--- config.mk ---
export PLATFORM = sky130hd
export DESIGN_NAME = event_bus_router
export DESIGN_NICKNAME = d
export VERILOG_FILES = /design/src/logic/evroute_pkg.sv /design/src/logic/event_bus_router.sv
export VERILOG_INCLUDE_DIRS = /design/src /design/src/logic
export SDC_FILE = /design/constraint.sdc
export NUM_CORES = 1
export LEC_CHECK = 0
export ABC_AREA = 0
export BUFFER_PORTS_ARGS = -buffer_cell sky130_fd_sc_hd__buf_2
export CAP_MARGIN = 20
export CORE_AREA = 10 10 148 287
export DETAILED_ROUTE_END_ITERATION = 6
export DIE_AREA = 0 0 158 297
export SLEW_MARGIN = 20
export SYNTH_ARGS = -nofsm -noshare
export SYNTH_HDL_FRONTEND = slang
export SYNTH_SLANG_ARGS = --single-unit
--- constraint.sdc ---
create_clock -name core_clk_in -period 2.9 [get_ports core_clk_in]
set_input_delay 0.58 -clock core_clk_in [delete_from_list [all_inputs] [get_ports core_clk_in]]
set_output_delay 0.58 -clock core_clk_in [all_outputs]
set_load 0.02 [all_outputs]
--- src/logic/evroute_regs.svh ---
`ifndef EVROUTE_REGS_SVH
`define EVROUTE_REGS_SVH

// ----------------------------------------------------------------------------
// Assignment code ranges per unit variant
// ----------------------------------------------------------------------------
`define IN_CODE_MAX_2CH   8'h45
`define IN_CODE_MAX_4CH   8'h84
`define OUT_CODE_MAX_2CH  8'h57
`define OUT_CODE_MAX_4CH  8'h96
`define CODE_DEFAULT      8'h00

// ----------------------------------------------------------------------------
// Input assignment code layout
// ----------------------------------------------------------------------------
`define IN_ALL_LAST       8'h06
`define IN_CH_BASE        8'h14
`define IN_CH_STRIDE      8'h14

// ----------------------------------------------------------------------------
// Output assignment code layout
// ----------------------------------------------------------------------------
`define OUT_ALL_LAST      8'h15
`define OUT_CH_BASE       8'h20
`define OUT_CH_STRIDE     8'h18
`define OUT_CH_LAST       8'h0f

// ----------------------------------------------------------------------------
// All-channel output source indices
// ----------------------------------------------------------------------------
`define OS_CTL_ERR        5'h01
`define OS_ANY_OR         5'h02
`define OS_ANY_AND        5'h03
`define OS_ALM_OR         5'h04
`define OS_ALM_AND        5'h07
`define OS_INERR          5'h0a
`define OS_RSPERR         5'h0b
`define OS_HB             5'h0c
`define OS_HS             5'h0d
`define OS_OC             5'h0e
`define OS_EV             5'h0f
`define OS_BUS            5'h13
`define OS_COUNT          22

// ----------------------------------------------------------------------------
// Misc
// ----------------------------------------------------------------------------
`define CTL_ERR_MASK      16'h3fff
`define SEL_BUSIN         3'h2
`define SEL_BUSOUT        3'h5
`define CHS_ALM_OR        4'h3

`endif

--- src/logic/evroute_pkg.sv ---
package evroute_pkg;
`include "evroute_regs.svh"

    typedef enum logic [2:0] {
        FN_OFF      = 3'b000,
        FN_BANK0    = 3'b001,
        FN_BANK1    = 3'b010,
        FN_STOP_RUN = 3'b011,
        FN_RUN_STOP = 3'b100,
        FN_AUTO_MAN = 3'b101,
        FN_LOC_REM  = 3'b110
    } in_func_t;

    typedef struct packed {
        in_func_t   func;
        logic       all_ch;
        logic [1:0] ch;
    } in_dec_t;

    typedef struct packed {
        logic       en;
        logic       all_ch;
        logic [1:0] ch;
        logic [4:0] src;
    } out_dec_t;

    // Codes past the variant's maximum, or naming an absent channel, read as disabled.
    function automatic in_dec_t decode_in(input logic [7:0] code, input logic [7:0] max_code,
                                          input logic [2:0] nch);
        in_dec_t    d;
        logic [7:0] base;
        d.func   = FN_OFF;
        d.all_ch = 1'b0;
        d.ch     = 2'b00;
        base     = 8'h00;
        if (code <= max_code) begin
            if (code <= `IN_ALL_LAST) begin
                d.all_ch = 1'b1;
                d.func   = in_func_t'(code[2:0]);
            end
            for (int c = 0; c < 4; c++) begin
                base = 8'(`IN_CH_BASE + `IN_CH_STRIDE * c);
                if (c < nch && code >= base && code <= 8'(base + `IN_ALL_LAST) && code != base) begin
                    d.ch   = 2'(c);
                    d.func = in_func_t'(3'(code - base));
                end
            end
        end
        return d;
    endfunction

    function automatic out_dec_t decode_out(input logic [7:0] code, input logic [7:0] max_code,
                                            input logic [2:0] nch);
        out_dec_t   d;
        logic [7:0] base;
        d.en     = 1'b0;
        d.all_ch = 1'b0;
        d.ch     = 2'b00;
        d.src    = 5'h00;
        base     = 8'h00;
        if (code <= max_code) begin
            if (code != `CODE_DEFAULT && code <= `OUT_ALL_LAST) begin
                d.en     = 1'b1;
                d.all_ch = 1'b1;
                d.src    = code[4:0];
            end
            for (int c = 0; c < 4; c++) begin
                base = 8'(`OUT_CH_BASE + `OUT_CH_STRIDE * c);
                if (c < nch && code >= base && code <= 8'(base + `OUT_CH_LAST)) begin
                    d.en  = 1'b1;
                    d.ch  = 2'(c);
                    d.src = 5'(code - base);
                end
            end
        end
        return d;
    endfunction

endpackage

--- src/logic/event_bus_router.sv ---
`timescale 1ns/1ps
`default_nettype none
`include "evroute_regs.svh"

module event_bus_router
    import evroute_pkg::*;
#(
    parameter int NUM_CH = 2
) (
    input  wire logic                  core_clk_in,
    input  wire logic                  srst_in,
    input  wire logic                  soft_reset_in,
    input  wire logic                  cfg_wr_in,
    input  wire logic [2:0]            cfg_sel_in,
    input  wire logic [7:0]            cfg_code_in,
    output logic                       cfg_ack_out,
    output logic                       cfg_refused_out,
    input  wire logic                  cmd_run_in,
    input  wire logic                  cmd_stop_in,
    input  wire logic                  first_event_input_in,
    input  wire logic                  second_event_input_in,
    input  wire logic [2:0]            shared_line_in,
    output logic [2:0]                 shared_line_out,
    output logic [2:0]                 shared_line_oe_out,
    output logic                       end_aux_output_one_out,
    output logic                       end_aux_output_two_out,
    input  wire logic                  head_unit_present_in,
    input  wire logic                  multidrop_attach_in,
    input  wire logic                  remote_setpoint_enable_in,
    input  wire logic [15:0]           device_status_in,
    input  wire logic [3*NUM_CH-1:0]   alarm_in,
    input  wire logic [NUM_CH-1:0]     input_error_in,
    input  wire logic [NUM_CH-1:0]     remote_setpoint_error_in,
    input  wire logic [NUM_CH-1:0]     heater_burnout_alarm_in,
    input  wire logic [NUM_CH-1:0]     heater_short_alarm_in,
    input  wire logic [NUM_CH-1:0]     heater_overcurrent_alarm_in,
    output logic [NUM_CH-1:0]          run_out,
    output logic [NUM_CH-1:0]          manual_out,
    output logic [NUM_CH-1:0]          remote_setpoint_out,
    output logic [2*NUM_CH-1:0]        bank_out
);
    import evroute_pkg::*;

    localparam logic [2:0] NCH     = 3'(NUM_CH);
    localparam logic [7:0] IN_MAX  = (NUM_CH > 2) ? `IN_CODE_MAX_4CH : `IN_CODE_MAX_2CH;
    localparam logic [7:0] OUT_MAX = (NUM_CH > 2) ? `OUT_CODE_MAX_4CH : `OUT_CODE_MAX_2CH;

    // ------------------------------------------------------------------------
    // Assignment storage: written copy and active copy
    // ------------------------------------------------------------------------
    logic [7:0] pend_q [8];
    logic [7:0] pend_d [8];
    logic [7:0] act_q  [8];
    logic [7:0] act_d  [8];
    logic       ack_q, ack_d, ref_q, ref_d, init_q, init_d;
    logic [3:0] run_q, run_d, man_q, man_d, rem_q, rem_d;
    logic [1:0] bank_q [4];
    logic [1:0] bank_d [4];
    logic [4:0] prev_q, prev_d, lvl;
    logic [2:0] drive_q, drive_d;
    logic [1:0] aux_q, aux_d;
    logic       all_stopped;

    // Writes are judged on the registered run state; a write in the cycle of a run command is still taken.
    assign all_stopped = ~|run_q;

    always_comb begin
        pend_d = pend_q;
        act_d  = act_q;
        ack_d  = 1'b0;
        ref_d  = 1'b0;
        init_d = 1'b0;
        if (cfg_wr_in) begin
            if (all_stopped) begin
                pend_d[cfg_sel_in] = cfg_code_in;
                ack_d              = 1'b1;
            end else begin
                // A refused write leaves the written copy untouched.
                ref_d = 1'b1;
            end
        end
        // New codes only go live at a software reset; the startup pass then re-applies levels.
        if (soft_reset_in) begin
            act_d  = pend_d;
            init_d = 1'b1;
        end
    end

    always_ff @(posedge core_clk_in) begin
        if (srst_in) begin
            for (int i = 0; i < 8; i++) begin
                pend_q[i] <= `CODE_DEFAULT;
                act_q[i]  <= `CODE_DEFAULT;
            end
            ack_q  <= 1'b0;
            ref_q  <= 1'b0;
            init_q <= 1'b1;
        end else begin
            pend_q <= pend_d;
            act_q  <= act_d;
            ack_q  <= ack_d;
            ref_q  <= ref_d;
            init_q <= init_d;
        end
    end

    // ------------------------------------------------------------------------
    // Input side: event inputs and shared lines steer channel state
    // ------------------------------------------------------------------------
    // Lines are read from the pin, so a level this unit drives is seen too.
    assign lvl = {shared_line_in, second_event_input_in, first_event_input_in};

    always_comb begin
        in_dec_t d;
        logic    allowed;
        d       = '0;
        allowed = 1'b0;
        run_d   = run_q;
        man_d   = man_q;
        rem_d   = rem_q;
        bank_d  = bank_q;
        prev_d  = lvl;
        // Run and stop commands reach every fitted channel; event and line sources below may override them.
        if (cmd_run_in) begin
            for (int c = 0; c < NUM_CH; c++) begin
                run_d[c] = 1'b1;
            end
        end
        if (cmd_stop_in) begin
            run_d = 4'h0;
        end
        // Later sources override earlier ones; keeping units free of conflicts is software's job.
        for (int i = 0; i < 5; i++) begin
            d       = decode_in(act_q[i], IN_MAX, NCH);
            // Event inputs always count; shared lines need a head unit and a direct link.
            allowed = (i < 2) || (head_unit_present_in && !multidrop_attach_in);
            if (allowed && (init_q || lvl[i] != prev_q[i])) begin
                for (int c = 0; c < 4; c++) begin
                    if (c < NUM_CH && (d.all_ch || d.ch == 2'(c))) begin
                        case (d.func)
                            FN_BANK0:    bank_d[c][0] = lvl[i];
                            FN_BANK1:    bank_d[c][1] = lvl[i];
                            FN_STOP_RUN: run_d[c] = lvl[i];
                            FN_RUN_STOP: run_d[c] = ~lvl[i];
                            FN_AUTO_MAN: man_d[c] = lvl[i];
                            FN_LOC_REM: begin
                                if (remote_setpoint_enable_in) begin
                                    rem_d[c] = lvl[i];
                                end
                            end
                            default: begin
                            end
                        endcase
                    end
                end
            end
        end
    end

    // ------------------------------------------------------------------------
    // Channel state registers
    // ------------------------------------------------------------------------
    // Power-up clears the state; the startup pass that follows applies the input levels.
    always_ff @(posedge core_clk_in) begin
        if (srst_in) begin
            run_q  <= 4'h0;
            man_q  <= 4'h0;
            rem_q  <= 4'h0;
            prev_q <= 5'h00;
            for (int c = 0; c < 4; c++) begin
                bank_q[c] <= 2'b00;
            end
        end else begin
            run_q  <= run_d;
            man_q  <= man_d;
            rem_q  <= rem_d;
            prev_q <= prev_d;
            bank_q <= bank_d;
        end
    end

    // ------------------------------------------------------------------------
    // Output side: status sources onto the shared lines
    // ------------------------------------------------------------------------
    logic [15:0]          ch_src [4];
    logic [`OS_COUNT-1:0] all_src;

    generate
        for (genvar c = 0; c < 4; c++) begin : g_ch
            if (c < NUM_CH) begin : g_on
                logic [2:0] a;
                // Bit order follows the per-channel output code offsets, lowest first.
                assign a         = alarm_in[3*c +: 3];
                assign ch_src[c] = {rem_q[c], man_q[c], ~run_q[c], run_q[c], bank_q[c],
                                    heater_overcurrent_alarm_in[c], heater_short_alarm_in[c],
                                    heater_burnout_alarm_in[c], remote_setpoint_error_in[c],
                                    input_error_in[c], &a, |a, a};
            end else begin : g_off
                assign ch_src[c] = 16'h0000;
            end
        end
    endgenerate

    always_comb begin
        logic [NUM_CH-1:0] any;
        logic [2:0]        aor, aand;
        any  = '0;
        aor  = 3'b000;
        aand = 3'b111;
        // Any-alarm AND combines each channel's alarm OR, not the single alarm bits.
        for (int c = 0; c < NUM_CH; c++) begin
            any[c] = ch_src[c][`CHS_ALM_OR];
            aor    = aor | ch_src[c][2:0];
            aand   = aand & ch_src[c][2:0];
        end
        all_src                     = '0;
        all_src[`OS_CTL_ERR]        = |(device_status_in & `CTL_ERR_MASK);
        all_src[`OS_ANY_OR]         = |any;
        all_src[`OS_ANY_AND]        = &any;
        all_src[`OS_ALM_OR +: 3]    = aor;
        all_src[`OS_ALM_AND +: 3]   = aand;
        all_src[`OS_INERR]          = |input_error_in;
        all_src[`OS_RSPERR]         = |remote_setpoint_error_in;
        all_src[`OS_HB]             = |heater_burnout_alarm_in;
        all_src[`OS_HS]             = |heater_short_alarm_in;
        all_src[`OS_OC]             = |heater_overcurrent_alarm_in;
        all_src[`OS_EV +: 2]        = lvl[1:0];
        all_src[`OS_BUS +: 3]       = shared_line_in;
    end

    // ------------------------------------------------------------------------
    // Shared line drive selection
    // ------------------------------------------------------------------------
    // A code naming an absent channel decodes as disabled, so unfitted channel sources are never selected.
    always_comb begin
        out_dec_t o;
        o       = '0;
        drive_d = 3'b000;
        for (int l = 0; l < 3; l++) begin
            o = decode_out(act_q[`SEL_BUSOUT + 3'(l)], OUT_MAX, NCH);
            if (o.en) begin
                drive_d[l] = o.all_ch ? all_src[o.src] : ch_src[o.ch][o.src[3:0]];
            end
        end
        // The end unit's auxiliary outputs copy resolved lines one and two (not line three), whoever drives them.
        aux_d = shared_line_in[1:0];
    end

    always_ff @(posedge core_clk_in) begin
        if (srst_in) begin
            drive_q <= 3'b000;
            aux_q   <= 2'b00;
        end else begin
            drive_q <= drive_d;
            aux_q   <= aux_d;
        end
    end

    // ------------------------------------------------------------------------
    // Outputs
    // ------------------------------------------------------------------------
    // Lines are wired-OR: a unit only ever pulls high, so several drivers never fight.
    assign shared_line_out        = drive_q;
    assign shared_line_oe_out     = drive_q;
    assign end_aux_output_one_out = aux_q[0];
    assign end_aux_output_two_out = aux_q[1];
    assign cfg_ack_out            = ack_q;
    assign cfg_refused_out        = ref_q;

    // Channels beyond NUM_CH keep their state bits at zero and have no output bits.
    generate
        for (genvar c = 0; c < NUM_CH; c++) begin : g_out
            assign run_out[c]             = run_q[c];
            assign manual_out[c]          = man_q[c];
            assign remote_setpoint_out[c] = rem_q[c];
            assign bank_out[2*c +: 2]     = bank_q[c];
        end
    endgenerate

endmodule

`default_nettype wire

==> impl_metrics.env <==
export IMPL_hp_class="in -> reg"
export IMPL_hold_depth=3
export IMPL_cpMaxStageDelayCell="a2111oi_1"
export IMPL_ant_nets=0
export IMPL_wl_met3_mm=1.37
export IMPL_hold_viol=0
export IMPL_cap_viol_max_count=0
export IMPL_clk_pin_slew_ns=0.07
export IMPL_cp_max_fo=5
export IMPL_htree_levels=4
export IMPL_die_w_um=158
export IMPL_final_common_cell="dfxtp_1"
export IMPL_outcome="complete, no violations"
export IMPL_gp_congestion=1.01
export IMPL_clkSinkCount=149
export IMPL_r2r_start="act_q[19]"
export IMPL_async_flop_share_pct=0
export IMPL_syn_area_per_cell_um2=8.26
export IMPL_whs_endpoint="cfg_ack_out"
export IMPL_dieArea_mm2=0.0469
export IMPL_synth_seq_area_share_pct=32.0
export IMPL_io_pins=77
export IMPL_rows=101
export IMPL_hpwl_mm=30.1
export IMPL_cp_num_buf_inv=1
export IMPL_max_slew_margin_rel_pct=45.8
export IMPL_max_vdd_ir_drop_mv=0.333
export IMPL_viasPerCell=5.63
export IMPL_wl_met1_mm=11.5
export IMPL_hold_ws_ns=0.388
export IMPL_die_h_um=297
export IMPL_setup_ws_ns=0.0995
export IMPL_layout_common_cells="dfxtp_1 (147), nor2_1 (115), nand2_1 (94)"
export IMPL_grt_max_degree=66
export IMPL_clock_skew_ns=0.0162
export IMPL_overflow=0
export IMPL_first_pass_iters=5
export IMPL_timing_rr_end="shared_line_oe_out[0]"
export IMPL_setup_viol=0
export IMPL_antenna_cells=0
export IMPL_insertion_delay_ns=0.45
export IMPL_tns_ns=0
export IMPL_path_delay_family="compound AO/OA/AOI/OAI gates"
export IMPL_synth_area_leaders="dfxtp_1 (32%), mux2i_1 (8.7%), o22a_1 (6.1%), nor2_1 (4.7%), nand2_1 (3.8%)"
export IMPL_vias=9518
export IMPL_r2r_slack_ns=0.1
export IMPL_power_density_mw_per_mm2=515
export IMPL_grt_pass1_wl_mm=57.9
export IMPL_grt_pass1_vias=9756
export IMPL_synth_top_cell_area_share_pct=32.0
export IMPL_wl_per_cell_um=23.1
export IMPL_syn_inst=1129
export IMPL_ys_ff_latch=149
export IMPL_finalPower_mw=5.84
export IMPL_tightest_slew_ns=0.812
export IMPL_pre_cts_ws_ns=-0.184
export IMPL_route_detailed_drc=0
export IMPL_drt_iter0_drc=588
export IMPL_synth_edff_count=0
export IMPL_slowest_delay_ns=0.39
export IMPL_end_kind="flop"
export IMPL_arrival_ns=3.13
export IMPL_core_area_mm2=0.0378
export IMPL_clockRootBuffer="clkbuf_16"
export IMPL_synth_area_leader_cell="dfxtp_1"
export IMPL_cts_buffers=17
export IMPL_start_util_pct=24.7
export IMPL_timing_fmax_ghz=0.357
export IMPL_fin_crit_sh_pct=96.6
export IMPL_yosys_warnings=0
export IMPL_ff2ff_path_depth=10
export IMPL_clock_path_buffers=2
export IMPL_drt_total_wl_mm=39.0
export IMPL_critPathKind="reg -> reg"
export IMPL_startpoint_type="flop"
export IMPL_area_delta_synth_final_pct=21.5
export IMPL_fin_crit_ns=2.80
export IMPL_fin_util_pct=30.0
export IMPL_nets=1276
export IMPL_portBuffers=74
export IMPL_drive_gt1_share_pct=20.5
export IMPL_dr_wl_met2_mm=22.0
export IMPL_antenna_found_initial=0
export IMPL_hp_start="cfg_wr_in"
export IMPL_syn_area_mm2=0.00933
export IMPL_p_leak_nw=4.56
export IMPL_yosysUniqueCellTypes=87
export IMPL_highest_layer="met4"
export IMPL_path_cells="ha_1, nor4b_2, buf_4, a211o_1, o21ai_2, mux2_1, o2111a_1, o22ai_1, a221oi_1, a2111oi_1"
export IMPL_cts_tree="yes"
export IMPL_synth_ff_type="dfxtp_1"
export IMPL_grt_usage_pct=16.4
export IMPL_critPathRequiredTime_ns=3.23
export IMPL_synth_nets=1189
export IMPL_slew_violations=0
export IMPL_rsz0062_at_grt="yes"
==> Yosys cell counts (8+ instances only) <==
| library cell | count |
|---|---|
| inv_1 | 25 |
| dfxtp_1 | 149 |
| clkbuf_1 | 82 |
| nor2b_1 | 18 |
| o22ai_1 | 8 |
| a211oi_1 | 20 |
| and2_1 | 13 |
| nor3_1 | 27 |
| nor2_1 | 116 |
| a21o_1 | 8 |
| o22a_1 | 65 |
| nand2_1 | 94 |
| nand2b_1 | 15 |
| nor3b_1 | 14 |
| a31oi_1 | 14 |
| mux4_2 | 11 |
| o211ai_1 | 8 |
| nor4b_1 | 10 |
| nand4_1 | 16 |
| nand3_1 | 47 |
| and3_1 | 11 |
| mux2i_1 | 81 |
| mux2_2 | 9 |
| a21oi_1 | 52 |
| a211o_1 | 9 |
| o21ai_0 | 31 |
==> worst reg2reg max path: stages (launching register included) <==
cell	delay (ns)
dfxtp_1	0.31
ha_1	0.18
nor4b_2	0.15
buf_4	0.16
a211o_1	0.38
o21ai_2	0.25
mux2_1	0.34
o2111a_1	0.24
o22ai_1	0.18
a221oi_1	0.11
a2111oi_1	0.39
==> layer usage <==
layer | track usage, % | vias up
li1 | - | 4402
met1 | 12.9 | 4561
met2 | 31.9 | 369
met3 | 2.26 | 186
met4 | 15.8 | 0
met5 | 0 | -
==> registers in the layout, summed over array words and instances, names as in the netlist, 2 cells and up <==
| name | cells |
|---|---|
| man_q | 2 |
| prev_q | 5 |
| rem_q | 2 |
| pend_q | 64 |
| act_q | 64 |
| shared_line_oe_out | 3 |
| bank_out | 4 |
| run_q | 2 |
==> cells by family after synthesis <==
logic type / after synthesis / synth area share [%]
and+or+nand+nor: 425 / 23.3
AOI/OAI and AO/OA: 318 / 25.6
DFF: 149 / 32.0
buffers and inverters: 122 / 5.22
muxes: 102 / 12.6
xor gates and xnor gates: 10 / 0.939
adders and majority gates: 3 / 0.403
==> how the worst max path moves through the flow <==
stage,start,endpoint,slack [ns],cells past startpoint
after floorplan,act_q[3],shared_line_oe_out[2],0.19,10
after global placement,act_q[12],shared_line_oe_out[1],-0.17,10
after detailed placement,act_q[12],shared_line_oe_out[1],-0.18,10
after CTS,act_q[12],shared_line_oe_out[1],0.003,10
after global routing,act_q[60],man_q[1],-0.03,8
final,act_q[19],shared_line_oe_out[0],0.1,10
==> area by class of cell <==
| class | instances | area [µm²] |
|---|---|---|
| clock buffer | 18 | 439 |
| clock inverter | 14 | 181 |
| fill | 3938 | 26500 |
| inverter | 25 | 93.8 |
| multi-input combinational | 858 | 5940 |
| sequential | 149 | 2990 |
| tap | 463 | 579 |
| timing repair buffer | 165 | 1100 |
==> per-stage QoR <==
step / instance area (µm²) / instances
after detailed placement: 10600 / 1652
final: 11300 / 1692
after floorplan: 9330 / 1129
after global routing: 11300 / 1692
after CTS: 11200 / 1684
after global placement: 10600 / 1652
==> where the power goes <==
part	internal (mW)	leakage, nW	switching, mW
registers	2.14	1.22	0.111
clock network	1.33	0.303	1.03
logic	0.477	3.04	0.749
total	3.95	4.56	1.89
==> what timing repair did <==
| item | CTS | global route |
|---|---|---|
| resized for setup | 4 | 17 |
| endpoints found under the setup margin | 1 | 8 |
| hold buffers | 0 | 0 |
| pin swaps | 1 | 4 |
| buffers inserted | 0 | 9 |
(Power assumes the default switching activity.)
